**config.mk**
```make
export PLATFORM = sky130hd
export DESIGN_NAME = clock_generator
export DESIGN_NICKNAME = d
export VERILOG_FILES = /design/src/clkgen_pkg.sv /design/src/clock_generator.sv
export SDC_FILE = /design/constraint.sdc
export NUM_CORES = 1
export LEC_CHECK = 0
export BUFFER_PORTS_ARGS = -buffer_cell sky130_fd_sc_hd__buf_2
export CORE_UTILIZATION = 55
export CTS_CLUSTER_DIAMETER = 80
export CTS_CLUSTER_SIZE = 20
export DETAILED_ROUTE_END_ITERATION = 16
export GPL_TIMING_DRIVEN = 0
export PLACE_DENSITY = 0.8
export RECOVER_POWER = 100
export SLEW_MARGIN = 30
export SYNTH_ARGS = -nofsm -noshare
export SYNTH_HDL_FRONTEND = slang
export SYNTH_SLANG_ARGS = --single-unit
```
**constraint.sdc**
```tcl
create_clock -name SYS_CLK -period 9.7 [get_ports SYS_CLK]
set_clock_uncertainty 0.2 [all_clocks]
set_input_delay 0.485 -clock SYS_CLK [delete_from_list [all_inputs] [get_ports SYS_CLK]]
set_output_delay 0.485 -clock SYS_CLK [all_outputs]
set_load 0.02 [all_outputs]
```
**src/clkgen_pkg.sv**
```systemverilog
package clkgen_pkg;
  // ********************
  // register map
  // ********************
  localparam logic [7:0] OFS_CTRL = 8'h00;
  localparam logic [7:0] OFS_MULT = 8'h04;
  localparam logic [7:0] OFS_FILT = 8'h08;
  localparam logic [7:0] OFS_STAT = 8'h0C;
  localparam logic [7:0] OFS_TUNE = 8'h10;
  // ********************
  // fields
  // ********************
  localparam int CTRL_MODE_LSB = 0;
  localparam int CTRL_RANGE    = 2;
  localparam int CTRL_GAIN     = 3;
  localparam int CTRL_LOSSRST  = 4;
  localparam int CTRL_STOPOFF  = 5;
  localparam int CTRL_RTIEN    = 6;
  localparam int MULT_LSB      = 0;
  localparam int DIV_LSB       = 8;
  localparam int FILT_LSB      = 0;
  localparam int TRIM_LSB      = 16;
  localparam int ST_LOCK       = 0;
  localparam int ST_LOL        = 1;
  localparam int ST_LOC        = 2;
  localparam int ST_EXTOK      = 3;
  localparam int ST_MODE_LSB   = 8;
  // ********************
  // reset values
  // ********************
  localparam logic [6:0]  MULT_RST = 7'h08;
  localparam logic [2:0]  DIV_RST  = 3'h0;
  localparam logic [11:0] FILT_RST = 12'h400;
  localparam logic [7:0]  TRIM_RST = 8'h80;
  // ********************
  // timing
  // ********************
  localparam int SYS_MHZ        = 100;
  localparam int EXT_LOSS_NS_LO = 40000;
  localparam int EXT_LOSS_NS_HI = 2000;
  localparam int EXT_LOSS_LO    = EXT_LOSS_NS_LO * SYS_MHZ / 1000;
  localparam int EXT_LOSS_HI    = EXT_LOSS_NS_HI * SYS_MHZ / 1000;
  localparam int IREF_HALF_NS   = 2058;
  localparam int IREF_HALF      = IREF_HALF_NS * SYS_MHZ / 1000;
  localparam int RTI_PERIOD_US  = 1000;
  localparam int RTI_CYCLES     = RTI_PERIOD_US * SYS_MHZ;
  localparam int DBG_HALF       = 6;
  localparam int LOCK_REPEAT    = 4;
  localparam int LOCK_TOL       = 2;
  localparam logic [15:0] TUNE_STEP = 16'h0010;
  localparam int FLL_MIN_MHZ    = 8;
  localparam int FLL_MAX_MHZ    = 40;
  localparam int BUS_MAX_MHZ    = 20;
  // ********************
  // modes
  // ********************
  localparam logic [1:0] REQ_SCM = 2'h0;
  localparam logic [1:0] REQ_FEI = 2'h1;
  localparam logic [1:0] REQ_FBE = 2'h2;
  localparam logic [1:0] REQ_FEE = 2'h3;
  typedef enum logic [4:0] {
    M_OFF = 5'h01,
    M_SCM = 5'h02,
    M_FEI = 5'h04,
    M_FBE = 5'h08,
    M_FEE = 5'h10
  } mode_t;
endpackage : clkgen_pkg

```
**src/clock_generator.sv**
```systemverilog
// Chosen here: the register offsets and the APB slave port.
`timescale 1ns/100ps
// How it works
// RQ1: low and high crystal range select
// RQ2: reset enters self-clocked mode
// RQ3: loop output 8-40 MHz, bus 20
// RQ4: software caps loop with radio clock
// RQ5: non-running sources cannot be selected
// RQ6: clock or lock loss gives reset/irq
// RQ7: oscillator setting kept through stop
// RQ8: oscillator holds when reference vanishes
// RQ9: engaged loss adds divide by two
// RQ10: post divider /1 to /128
// RQ11: real-time tick from own source
// RQ12: internal reference trimmable by software
// RQ13: loop output switched in after lock
// RQ14: low-power or high-gain drive choice
// RQ15: off mode holds output static
// RQ16: self-clocked runs open at filter
// RQ17: engaged-internal multiplies internal reference
// RQ18: internal engaged adjusts then locks
// RQ19: bypassed mode uses external clock
// RQ20: engaged-external multiplies external reference
// RQ21: external engaged adjusts then locks
// RQ22: multiplied, reference, fixed, debug outputs
// RQ23: slow internal reference near 243 kHz
// RQ24: high gain select drives oscillator
// RQ25: sticky flags, glitchless source change
module clock_generator #(
  parameter int RTI_COUNT = clkgen_pkg::RTI_CYCLES
) (
  input  wire logic        SYS_CLK,
  input  wire logic        RESET,
  input  wire logic        PSEL,
  input  wire logic        PENABLE,
  input  wire logic        PWRITE,
  input  wire logic [7:0]  PADDR,
  input  wire logic [31:0] PWDATA,
  output logic [31:0]      PRDATA,
  output logic             PREADY,
  output logic             PSLVERR,
  input  wire logic        EXT_CLK_IN,
  input  wire logic        STOP_REQ,
  output logic             GENERATOR_OUTPUT_CLOCK,
  output logic             MULTIPLIED_CLOCK,
  output logic             REFERENCE_CLOCK_OUT,
  output logic             FIXED_FREQ_ENABLE,
  output logic             DEBUG_LOCAL_CLOCK,
  output logic             RTI_TICK,
  output logic             OSC_RANGE_HIGH,
  output logic             HIGH_GAIN_SELECT,
  output logic             LOSS_RESET,
  output logic             LOSS_IRQ,
  output clkgen_pkg::mode_t MODE
);
  import clkgen_pkg::*;

  // ********************
  // registers
  // ********************
  logic [6:0]  ctrl;
  logic [6:0]  mult;
  logic [2:0]  div;
  logic [11:0] filt;
  logic [7:0]  trim;
  logic        lol_flag;
  logic        loc_flag;
  mode_t       mode;
  mode_t       next_mode;
  logic        wr;
  logic        rd;
  logic        mapped;
  logic        clr_lol;
  logic        clr_loc;

  function automatic logic hit(input logic [7:0] a);
    hit = (a == OFS_CTRL) || (a == OFS_MULT) || (a == OFS_FILT)
       || (a == OFS_STAT) || (a == OFS_TUNE);
  endfunction : hit

  assign wr = PSEL && PENABLE && PWRITE;
  assign rd = PSEL && !PENABLE && !PWRITE;
  assign mapped = hit(PADDR);
  assign PREADY = 1'b1;
  assign PSLVERR = PSEL && PENABLE && !mapped;
  assign clr_lol = wr && (PADDR == OFS_STAT) && PWDATA[ST_LOL];
  assign clr_loc = wr && (PADDR == OFS_STAT) && PWDATA[ST_LOC];

  always_ff @(posedge SYS_CLK) begin
    if (RESET) begin
      ctrl <= 7'h00;
      mult <= MULT_RST;
      div  <= DIV_RST;
      filt <= FILT_RST;
      trim <= TRIM_RST;
    end else if (wr) begin
      if (PADDR == OFS_CTRL) begin
        ctrl <= PWDATA[6:0];
      end else if (PADDR == OFS_MULT) begin
        mult <= PWDATA[MULT_LSB +: 7];
        div  <= PWDATA[DIV_LSB +: 3]; // [RQ10]
      end else if (PADDR == OFS_FILT) begin
        filt <= PWDATA[FILT_LSB +: 12];
        trim <= PWDATA[TRIM_LSB +: 8]; // [RQ12]
      end
    end
  end

  assign OSC_RANGE_HIGH   = ctrl[CTRL_RANGE]; // [RQ1]
  assign HIGH_GAIN_SELECT = ctrl[CTRL_GAIN]; // [RQ14] [RQ24]

  // ********************
  // external clock watch
  // ********************
  logic        ext_m;
  logic        ext_s;
  logic        ext_p;
  logic        ext_rise;
  logic        ext_ok;
  logic [11:0] ext_age;
  logic [11:0] ext_lim;

  always_ff @(posedge SYS_CLK) begin
    if (RESET) begin
      ext_m <= 1'b0;
      ext_s <= 1'b0;
      ext_p <= 1'b0;
    end else begin
      ext_m <= EXT_CLK_IN;
      ext_s <= ext_m;
      ext_p <= ext_s;
    end
  end

  assign ext_rise = ext_s && !ext_p;
  // slow crystals get the longer window before declared dead
  assign ext_lim = ctrl[CTRL_RANGE] ? 12'(EXT_LOSS_HI) : 12'(EXT_LOSS_LO);

  always_ff @(posedge SYS_CLK) begin
    if (RESET) begin
      ext_age <= 12'h000;
      ext_ok  <= 1'b0;
    end else if (ext_rise) begin
      ext_age <= 12'h000;
      ext_ok  <= 1'b1;
    end else if (ext_age >= ext_lim) begin
      ext_ok  <= 1'b0; // [RQ5]
    end else begin
      ext_age <= ext_age + 12'h001;
    end
  end

  // ********************
  // internal references
  // ********************
  logic [9:0] iref_cnt;
  logic [9:0] iref_half;
  logic       iref;
  logic       iref_rise;
  logic [3:0] dbg_cnt;
  logic       dbg_clk;

  // trim is signed around its midpoint
  assign iref_half = 10'(IREF_HALF) + {{2{~trim[7]}}, ~trim[7], trim[6:0]}; // [RQ12] [RQ23]
  assign iref_rise = (iref_cnt == 10'h000) && !iref;

  always_ff @(posedge SYS_CLK) begin
    if (RESET) begin
      iref_cnt <= 10'h000;
      iref     <= 1'b0;
    end else if (iref_cnt == 10'h000) begin
      iref_cnt <= iref_half; // [RQ23]
      iref     <= ~iref;
    end else begin
      iref_cnt <= iref_cnt - 10'h001;
    end
  end

  always_ff @(posedge SYS_CLK) begin
    if (RESET) begin
      dbg_cnt <= 4'h0;
      dbg_clk <= 1'b0;
    end else if (dbg_cnt == 4'(DBG_HALF - 1)) begin
      dbg_cnt <= 4'h0;
      dbg_clk <= ~dbg_clk; // [RQ22]
    end else begin
      dbg_cnt <= dbg_cnt + 4'h1;
    end
  end

  // ********************
  // real-time tick
  // ********************
  logic [31:0] rti_cnt;

  // free of mode and source choice
  always_ff @(posedge SYS_CLK) begin
    if (RESET || !ctrl[CTRL_RTIEN]) begin
      rti_cnt  <= 32'h0;
      RTI_TICK <= 1'b0;
    end else if (rti_cnt == 32'(RTI_COUNT - 1)) begin
      rti_cnt  <= 32'h0;
      RTI_TICK <= 1'b1; // [RQ11]
    end else begin
      rti_cnt  <= rti_cnt + 32'h1;
      RTI_TICK <= 1'b0;
    end
  end

  // ********************
  // mode control
  // ********************
  logic [1:0] req;
  logic       engaged;
  logic       stop_off;

  assign req = ctrl[CTRL_MODE_LSB +: 2];
  assign engaged = (mode == M_FEI) || (mode == M_FEE);
  assign stop_off = STOP_REQ && ctrl[CTRL_STOPOFF];

  always_comb begin
    next_mode = mode;
    // wake goes straight to the request: a self-clocked pass would reload tune
    if (stop_off) begin
      next_mode = M_OFF; // [RQ15]
    end else if (req == REQ_SCM) begin
      next_mode = M_SCM; // [RQ16]
    end else if (req == REQ_FEI) begin
      next_mode = M_FEI; // [RQ17]
    end else if (req == REQ_FBE) begin
      // a dead external source is refused; drop back to self-clocked
      next_mode = ext_ok ? M_FBE : M_SCM; // [RQ5] [RQ19]
    end else if (ext_ok || mode == M_FEE) begin
      next_mode = M_FEE; // [RQ20]
    end else begin
      // fresh engage on a dead source waits self-clocked
      next_mode = M_SCM; // [RQ5]
    end
  end

  always_ff @(posedge SYS_CLK) begin
    if (RESET) begin
      mode <= M_SCM; // [RQ2]
    end else begin
      mode <= next_mode;
    end
  end

  assign MODE = mode;

  // ********************
  // frequency locked loop
  // ********************
  logic [15:0] tune;
  logic [15:0] phase;
  logic        tunable_core_oscillator;
  logic        dco_p;
  logic [7:0]  dco_cnt;
  logic        ref_edge;
  logic        lock;
  logic [2:0]  match_cnt;
  logic [7:0]  err;
  logic [7:0]  aerr;

  // the oscillator only moves on a reference edge, so a lost
  // reference leaves it where it was
  assign ref_edge = (mode == M_FEI) ? iref_rise
                  : (mode == M_FEE) ? ext_rise : 1'b0; // [RQ8]
  assign err  = dco_cnt - {1'b0, mult};
  assign aerr = err[7] ? (8'h00 - err) : err;
  assign tunable_core_oscillator  = phase[15];

  always_ff @(posedge SYS_CLK) begin
    if (RESET) begin
      phase <= 16'h0000;
      dco_p <= 1'b0;
    end else begin
      phase <= phase + tune;
      dco_p <= tunable_core_oscillator;
    end
  end

  always_ff @(posedge SYS_CLK) begin
    if (RESET || ref_edge) begin
      dco_cnt <= 8'h00;
    end else if (tunable_core_oscillator && !dco_p && dco_cnt != 8'hFF) begin
      dco_cnt <= dco_cnt + 8'h01;
    end
  end

  // not cleared by off mode: relock from stop starts close [RQ7]
  always_ff @(posedge SYS_CLK) begin
    if (RESET) begin
      tune <= {FILT_RST, 4'h0};
    end else if (mode == M_SCM) begin
      tune <= {filt, 4'h0}; // [RQ16]
    end else if (ref_edge && !err[7] && aerr != 8'h00) begin
      tune <= tune - TUNE_STEP; // [RQ18] [RQ21]
    end else if (ref_edge && err[7]) begin
      tune <= tune + TUNE_STEP; // [RQ18] [RQ21]
    end
  end

  always_ff @(posedge SYS_CLK) begin
    if (RESET || !engaged) begin
      lock      <= 1'b0;
      match_cnt <= 3'h0;
    end else if (mode == M_FEE && !ext_ok) begin
      lock      <= 1'b0;
      match_cnt <= 3'h0;
    end else if (ref_edge) begin
      if (aerr > 8'(LOCK_TOL)) begin
        lock      <= 1'b0;
        match_cnt <= 3'h0;
      end else if (aerr <= 8'h01 && match_cnt == 3'(LOCK_REPEAT - 1)) begin
        lock <= 1'b1; // [RQ18] [RQ21]
      end else if (aerr <= 8'h01) begin
        match_cnt <= match_cnt + 3'h1;
      end
    end
  end

  // ********************
  // supervision
  // ********************
  logic lock_p;
  logic ext_ok_p;

  always_ff @(posedge SYS_CLK) begin
    if (RESET) begin
      lock_p   <= 1'b0;
      ext_ok_p <= 1'b0;
      lol_flag <= 1'b0;
      loc_flag <= 1'b0;
    end else begin
      lock_p   <= lock;
      ext_ok_p <= ext_ok;
      // set beats a same-cycle clear
      if (engaged && lock_p && !lock) begin
        lol_flag <= 1'b1; // [RQ6] [RQ25]
      end else if (clr_lol) begin
        lol_flag <= 1'b0;
      end
      if ((mode == M_FEE || mode == M_FBE) && ext_ok_p && !ext_ok) begin
        loc_flag <= 1'b1; // [RQ6] [RQ25]
      end else if (clr_loc) begin
        loc_flag <= 1'b0;
      end
    end
  end

  assign LOSS_RESET = (lol_flag || loc_flag) && ctrl[CTRL_LOSSRST]; // [RQ6]
  assign LOSS_IRQ   = (lol_flag || loc_flag) && !ctrl[CTRL_LOSSRST]; // [RQ6]

  // ********************
  // output clock path
  // ********************
  logic       src_ext;
  logic       want_ext;
  logic       sel;
  logic       sel_p;
  logic [7:0] div_cnt;
  logic [3:0] idx;
  logic       lock_seen;

  always_ff @(posedge SYS_CLK) begin
    if (RESET || mode != M_FEE) begin
      lock_seen <= 1'b0;
    end else if (lock) begin
      lock_seen <= 1'b1; // [RQ13]
    end
  end

  assign want_ext = ext_ok && ((mode == M_FBE) || (mode == M_FEE && !lock_seen)); // [RQ13]

  // swap only while both candidates are low, so no runt pulse
  always_ff @(posedge SYS_CLK) begin
    if (RESET) begin
      src_ext <= 1'b0;
    end else if (!ext_s && !tunable_core_oscillator) begin
      src_ext <= want_ext; // [RQ25]
    end
  end

  assign sel = src_ext ? ext_s : tunable_core_oscillator;
  // extra halving while engaged and out of lock
  assign idx = {1'b0, div} + {3'h0, engaged && !lock}; // [RQ9]

  always_ff @(posedge SYS_CLK) begin
    if (RESET) begin
      sel_p   <= 1'b0;
      div_cnt <= 8'h00;
    end else begin
      sel_p <= sel;
      if (sel && !sel_p) begin
        div_cnt <= div_cnt + 8'h01; // [RQ10]
      end
    end
  end

  always_ff @(posedge SYS_CLK) begin
    if (RESET) begin
      GENERATOR_OUTPUT_CLOCK <= 1'b0;
      MULTIPLIED_CLOCK       <= 1'b0;
      REFERENCE_CLOCK_OUT    <= 1'b0;
      FIXED_FREQ_ENABLE      <= 1'b0;
      DEBUG_LOCAL_CLOCK      <= 1'b0;
    end else begin
      if (mode == M_OFF) begin
        GENERATOR_OUTPUT_CLOCK <= 1'b0; // [RQ15]
      end else if (idx == 4'h0) begin
        GENERATOR_OUTPUT_CLOCK <= sel;
      end else begin
        GENERATOR_OUTPUT_CLOCK <= div_cnt[3'(idx - 4'h1)]; // [RQ3]
      end
      MULTIPLIED_CLOCK    <= tunable_core_oscillator; // [RQ22]
      REFERENCE_CLOCK_OUT <= ext_s; // [RQ22]
      FIXED_FREQ_ENABLE   <= (mode == M_FBE) || (mode == M_FEE && lock); // [RQ22]
      DEBUG_LOCAL_CLOCK   <= dbg_clk; // [RQ22]
    end
  end

  // ********************
  // read back
  // ********************
  always_ff @(posedge SYS_CLK) begin
    if (RESET) begin
      PRDATA <= 32'h0;
    end else if (rd) begin
      if (PADDR == OFS_CTRL) begin
        PRDATA <= {25'h0, ctrl};
      end else if (PADDR == OFS_MULT) begin
        PRDATA <= {21'h0, div, 1'b0, mult};
      end else if (PADDR == OFS_FILT) begin
        PRDATA <= {8'h0, trim, 4'h0, filt};
      end else if (PADDR == OFS_STAT) begin
        PRDATA <= {19'h0, mode, 4'h0, ext_ok, loc_flag, lol_flag, lock};
      end else if (PADDR == OFS_TUNE) begin
        PRDATA <= {16'h0, tune};
      end else begin
        PRDATA <= 32'h0;
      end
    end
  end
endmodule : clock_generator

```
==> results of run 1 <==
## power breakdown
group          leakage [µW]  internal (µW)  switching, µW
Combinational       0.00222           80.4            116
Clock              0.000276            364            307
Sequential          0.00151            792           31.7
## worst max-delay path by stage
stage                     cells after the start  startpoint  slack (ns)       end
after floorplan                              22  dco_cnt[0]        5.11  tune[14]
after global placement                       21  dco_cnt[0]        4.47  tune[14]
after detailed placement                     21  dco_cnt[0]        4.43  tune[14]
after CTS                                    21  dco_cnt[0]        4.37  tune[14]
after global routing                         21  dco_cnt[0]        3.95  tune[15]
final                                        21  dco_cnt[0]        4.32  tune[14]
## routing by layer
layer | share of wire (%) | wire (µm) | vias to the layer above
li1 | - | - | 4193
met1 | 44 | 10870 | 4082
met2 | 45 | 11270 | 340
met3 | 8.7 | 2156 | 47
met4 | 2.1 | 511 | 0
met5 | 0 | 0 | -
## area by class of cell
class / instances / area, µm² / share of cell area (%)
clock buffer: 20 / 446.7 / 4.166
inverter: 43 / 161.4 / 1.505
buffer: 54 / 245.2 / 2.287
sequential: 186 / 3724 / 34.73
timing repair buffer: 71 / 305.3 / 2.847
clock inverter: 12 / 113.9 / 1.062
multi-input combinational: 874 / 5450 / 50.83
tap: 220 / 275.3 / 2.567
## state kept, by name, summed over array words and instances (netlist names), 10 cells and up
name and cells:
tune 12, filt 12, ext_age 12, iref_cnt 10, PRDATA 24, rti_cnt 32, phase 12
## logic make-up after synthesis
group	count (synthesis)
AO/OA/AOI/OAI	217
AND/OR/NAND/NOR	484
other	2
multiplexers	26
flip-flops	186
buffers and inverters	97
XOR/XNOR	85
adder cells (fa/ha/maj)	53
## per-stage QoR
step,setup slack [ns],power (µW),cell area (µm²)
2_1_floorplan,5.108,981.4,9638
3_3_place_gp,4.475,1028,10270
3_5_place_dp,4.429,1036,10280
4_1_cts,4.375,1696,10840
5_1_grt,3.949,1753,10720
6_report,4.322,1691,10720
## layout by cell type, fill, tap and decap left out, drive strengths merged, types with 26 or more instances in the layout
| cell | n |
|---|---|
| dfxtp | 186 |
| nor2 | 164 |
| nand2 | 111 |
| clkbuf | 103 |
| a21oi | 82 |
| xor2 | 59 |
| nand3 | 51 |
| ha | 50 |
| inv | 47 |
| buf | 42 |
| o21ai | 36 |
| nor3 | 29 |
| xnor2 | 26 |
==> results.md, run 1 <==
- Vias in the first global route: 7,989
- Synthesized instance count: 1,150
- Async set or reset register ratio after synthesis: 0%
- Cell taking the most area after synthesis: dfxtp_1
- Register bit total from synthesis: 186
- Clock root cell: clkbuf_16
- Die Area: 0.01801 mm²
- Register area share after synthesis: 38.74%
- Post-synthesis xor/xnor area fraction: 7.745%
- Simple-Gate Fraction of Synth Area: 24.30%
- Antenna violations before repair: 0
- Routed vias: 8,662
- Core box area: 0.01682 mm²
- Placed cells: 1,448
- Yosys top cell area share: 38.74%
- H-tree levels: 4
- First-pass GRT wire length: 39,450 µm
- CP max stage cell: a211oi_1
- CTS tree: done
- Slowest cell delay on critical path: 0.46 ns
- Clock Tree Buf Depth: 2
- GR Overflow Total: 0
- M3 GR Usage: 6.009%
- Reg-to-Reg Start: dco_cnt[0]
- Critical Path End Type: flip-flop
- Die span in y: 134.2 µm
- Total GRT Usage: 28.00%
- Most common cell in the netlist: dfxtp_1
- Final setup fails: 0
- CTS sink count: 186
- Final wirelength: 24,810 µm
- Total CTS buffers: 17
- Routed length per placed instance: 16.76 µm
- FF-to-FF path depth: 21
- Reg2reg end: tune[14]
- Worst relative slew slack: -35.17%
- Area contributors post-synth: dfxtp_1 (39%), ha_1 (6.5%), nor2_1 (6.4%)
- Hold_ws: 0.05883 ns
- RSZ-0062 raised after global routing: no
- Synth Area in Compound Gates: 14.61%
- Number of flops mapped to enable cells by yosys: 0
- Vias per cell: 5.853
- Buf/Inv on CP: 3
- HP Class: input pin to flip-flop
- Worst-path clk slew: 0.07 ns
- Yosys cell types: 72
- Leakage: 0.003998 µW
- Largest family of logic cells by synthesized area: simple AND/OR/NAND/NOR gates
- Post CTS Setup Buffer Count: 0
- Layout cells sized above 1: 6.984%
- Top FF cell, synth: dfxtp_1
- Grt met2 use: 44.93%
- Initial Utilization: 57.15%
- Max Slew Vio Count: 11
- Type of origin of the critical path: flip-flop
- PortBufs: 71
- Synth Cell Area: 0.009612 mm²
- Worst-path maximum fanout: 10
- Failing checks: capacitance limit, slew limit
- M1 GR Usage: 37.16%
- Hold wc startpoint: EXT_CLK_IN
- Die X: 134.2 µm
- Most frequent CP cell: inv_1
- Drt pass-1 iters: 6
- Gp weighted congestion: 0.9574
- Ys Warns: 0
- Setup_tns: 0 ns
- # IOs: 96
- Hold depth: 2
- Final hold violation count: 0
- Resize count post-CTS: 0
- Drt initial violations: 814
- Largest net degree at the start of global routing: 17
- Area Overhead vs Synth: 11.55%
- Min cycle time layout: 5.378 ns
- DR DRC count: 0
- R2R setup slack: 4.32 ns
- Slew @ Worst Pin: 1.999 ns
- Final nets: 1,347
- Post-synth top cells: dfxtp_1 (186), nor2_1 (163), nand2_1 (111)
- Worst hold path endpoint: ext_m
- FMAX: 185.9 MHz
- Post-Route Utilization: 63.75%
- Post-synthesis adder-cell area fraction: 7.134%
- Worst path arrival time: 5.51 ns
- Gr busiest metal: met2
- Power per Cell Area: 157.7 mW/mm²
- Crit-path leading delay family: compound AO/OA/AOI/OAI gates
- DP HPWL: 18,190 µm
- Period utilisation layout: 55.44%
- Hold-fix buffers, CTS: 0
- Antenna viol nets, final: 0
- Latest clock arrival within the worst-skew pair: 0.44 ns
- Finished Layout Cells: 1,480
- Row count: 47
- Antenna diodes: 0
- Crit path required time: 9.83 ns
- Status: complete, but fails checks
- Max_cap viols: 1
- Number of fill cells in the layout: 1,469
- CP cell instances: inv_1, ha_1, inv_1, fa_1, a211oi_1, nor3_1, or2_2, mux2i_1, nand4_1, a2bb2oi_1, a211o_1, inv_1, ha_1, nor2b_1, o21ai_0, a21oi_1, o21ai_0, a211oi_1, o21a_1, or3_1, a31o_2
- Syn Area/Cell: 8.358 µm²
- Crit path kind: flip-flop to flip-flop
- Mux contribution to synthesized area: 3.033%
- Worst VDD drop: 0.1310 mV
(Power assumes the default switching activity.)
==> inputs of run 2 (changes only) <==
Clock period 9.7 ns to 5.2 ns, I/O delays scaled along.
==> results.md, run 2 (synthesized netlist as in run 1, its figures left out) <==
- Drt pass-1 iters: 5
- Gr busiest metal: met2
- Register area: 0.003725 mm²
- Final Power: 3168 µW
- Worst path arrival time: 5.07 ns
- Layout cells sized above 1: 7.794%
- Post-route cell area: 0.01101 mm²
- Total CTS buffers: 17
- Antenna diodes: 0
- Final setup fails: 0
- Die Area: 0.01801 mm²
- Largest register FFs: 32
- H-tree levels: 4
- Period utilisation layout: 94.91%
- Net Sw Power: 848.1 µW
- PnR worst setup slack: 0.2646 ns
- Cell Area, Placed: 0.01028 mm²
- DR DRC count: 0
- CTS sink count: 186
- M3 GR Usage: 6.274%
- M1 GR Usage: 37.27%
- Clock Tree Buf Depth: 2
- Final nets: 1,370
- PortBufs: 71
- Number of fill cells in the layout: 1,426
- Biggest regs: rti_cnt x32, PRDATA x24
- Finished Layout Cells: 1,503
- Initial Utilization: 57.15%
- GR Overflow Total: 0
- Multi-input gate area: 0.005497 mm²
- Reg power frac: 48.6%
- Latest clock arrival within the worst-skew pair: 0.44 ns
- Slowest cell delay on critical path: 0.42 ns
- First-pass GRT wire length: 40,030 µm
- Leakage: 0.004099 µW
- Drt initial violations: 837
- Final wirelength: 25,150 µm
- Worst relative slew slack: -33.12%
- Type of origin of the critical path: flip-flop
- Most frequent CP cell: ha_1
- Power per Cell Area: 287.8 mW/mm²
- Min cycle time layout: 4.935 ns
- Clock root cell: clkbuf_16
- Vias per cell: 5.888
- # IOs: 96
- FMAX: 202.6 MHz
- Row count: 47
- CTS tree: done
- Routed length per placed instance: 16.73 µm
- Crit path required time: 5.33 ns
- Total GRT Usage: 28.37%
- Vias in the first global route: 8,127
- Largest net degree at the start of global routing: 17
- Most common cell after layout, fill and taps aside: dfxtp_1
- Setup_tns: 0 ns
- Worst-path maximum fanout: 4
- Max_cap viols: 1
- Comb pwr share: 12.1%
- Crit path kind: flip-flop to flip-flop
- Antenna violations before repair: 0
- Critical Path End Type: flip-flop
- Gp weighted congestion: 0.9574
- Die X: 134.2 µm
- Most frequent cells in the layout: dfxtp_1 (185), nor2_1 (164), nand2_1 (111), clkbuf_1 (83), a21oi_1 (81)
- Final hold violation count: 0
- Die span in y: 134.2 µm
- Int Power: 2320 µW
- Buf/Inv on CP: 2
- CP max stage cell: fa_1
- Worst VDD drop: 0.2441 mV
- Grt met2 use: 45.71%
- Routed vias: 8,850
- DP Worst Slack: -0.07106 ns
- Area Overhead vs Synth: 14.53%
- Failing checks: capacitance limit, slew limit
- Max Slew Vio Count: 11
- HP Class: input pin to flip-flop
- DP HPWL: 18,190 µm
- RSZ-0062 raised after global routing: no
- Sw Share: 26.77%
- Placed cells: 1,448
- Worst-path clk slew: 0.07 ns
- Antenna viol nets, final: 0
- Clock share of power: 39.3%
- Status: complete, but fails checks
- CP cell instances: ha_1, inv_1, fa_1, a211oi_2, nor3_1, or2_2, mux2i_1, nand4_1, a2bb2oi_2, a211o_4, clkinvlp_4, ha_1, nor2b_1, o21ai_0, a21oi_1, o21ai_1, a211oi_1, o21a_1, or3_1, a31o_2
- Slew @ Worst Pin: 1.969 ns
- Largest reg by FF count: rti_cnt
- Crit-path leading delay family: compound AO/OA/AOI/OAI gates
- Core box area: 0.01682 mm²
run 2: cell types whose count changed in the layout (fill, tap and decap cells not counted), moves of 2 or more:
cell / delta
a2111oi_0: -2
a2111oi_2: +2
a211oi_1: -2
a211oi_2: +2
clkbuf_1: -2
dlygate4sd3_1: +22
o21ai_0: -2
o21ai_1: +2
run 2: per-layer routing:
metal | vias up | share of wire [%]
li1 | 4243 | -
met1 | 4167 | 43
met2 | 382 | 45
met3 | 58 | 9.1
met4 | 0 | 2.5
met5 | - | 0
run 2: repair_timing:
| action | 4_1_cts | 5_1_grt |
|---|---|---|
| buffers inserted | 0 | 1 |
| hold endpoints to repair | 42 | 0 |
| setup endpoints to repair | 2 | 4 |
| gates resized for setup | 3 | 7 |
| hold buffers | 22 | 0 |
| pin swaps | 0 | 3 |
run 2: cell type report:
cell class | instances | area share (%)
Buffer | 54 | 2.307
Clock buffer | 20 | 4.058
Clock inverter | 12 | 1.034
Inverter | 43 | 1.500
Multi-Input combinational cell | 874 | 49.93
Sequential cell | 186 | 33.84
Tap cell | 220 | 2.501
Timing Repair Buffer | 94 | 4.831
run 2: power by group through the flow:
stage	registers (µW)	logic (µW)	clock network, µW
floorplan	1560	274	0
global placement	1560	352	0
detailed placement	1570	366	0
CTS	1540	385	1260
global route	1540	426	1320
finish	1540	384	1250
run 2: worst reg2reg max path, cell delays in order (launching register included):
cell,delay [ns]
dfxtp_1,0.41
ha_1,0.18
inv_1,0.05
fa_1,0.42
a211oi_2,0.36
nor3_1,0.15
or2_2,0.32
mux2i_1,0.15
nand4_1,0.17
a2bb2oi_2,0.27
a211o_4,0.20
clkinvlp_4,0.12
ha_1,0.33
nor2b_1,0.14
o21ai_0,0.20
a21oi_1,0.13
o21ai_1,0.22
a211oi_1,0.11
o21a_1,0.18
or3_1,0.30
a31o_2,0.23
run 2: path summary, 6_finish.rpt:
kind	start	endpoint	slack, ns	cells past startpoint
setup reg to reg	mult[0]	tune[14]	0.26	20
hold reg to reg	rti_cnt[0]	rti_cnt[0]	0.25	1
setup / recovery	mult[0]	tune[14]	0.26	20
hold / removal	PWRITE	PRDATA[16]	0.12	4
run 2: metrics by stage:
step                      util, %  hold slack [ns]
after floorplan                 -           0.1778
after global placement      61.05           0.2245
after detailed placement    61.11           0.2432
after CTS                   65.82          0.08279
after global routing        65.45           0.1357
final                       65.45           0.1190
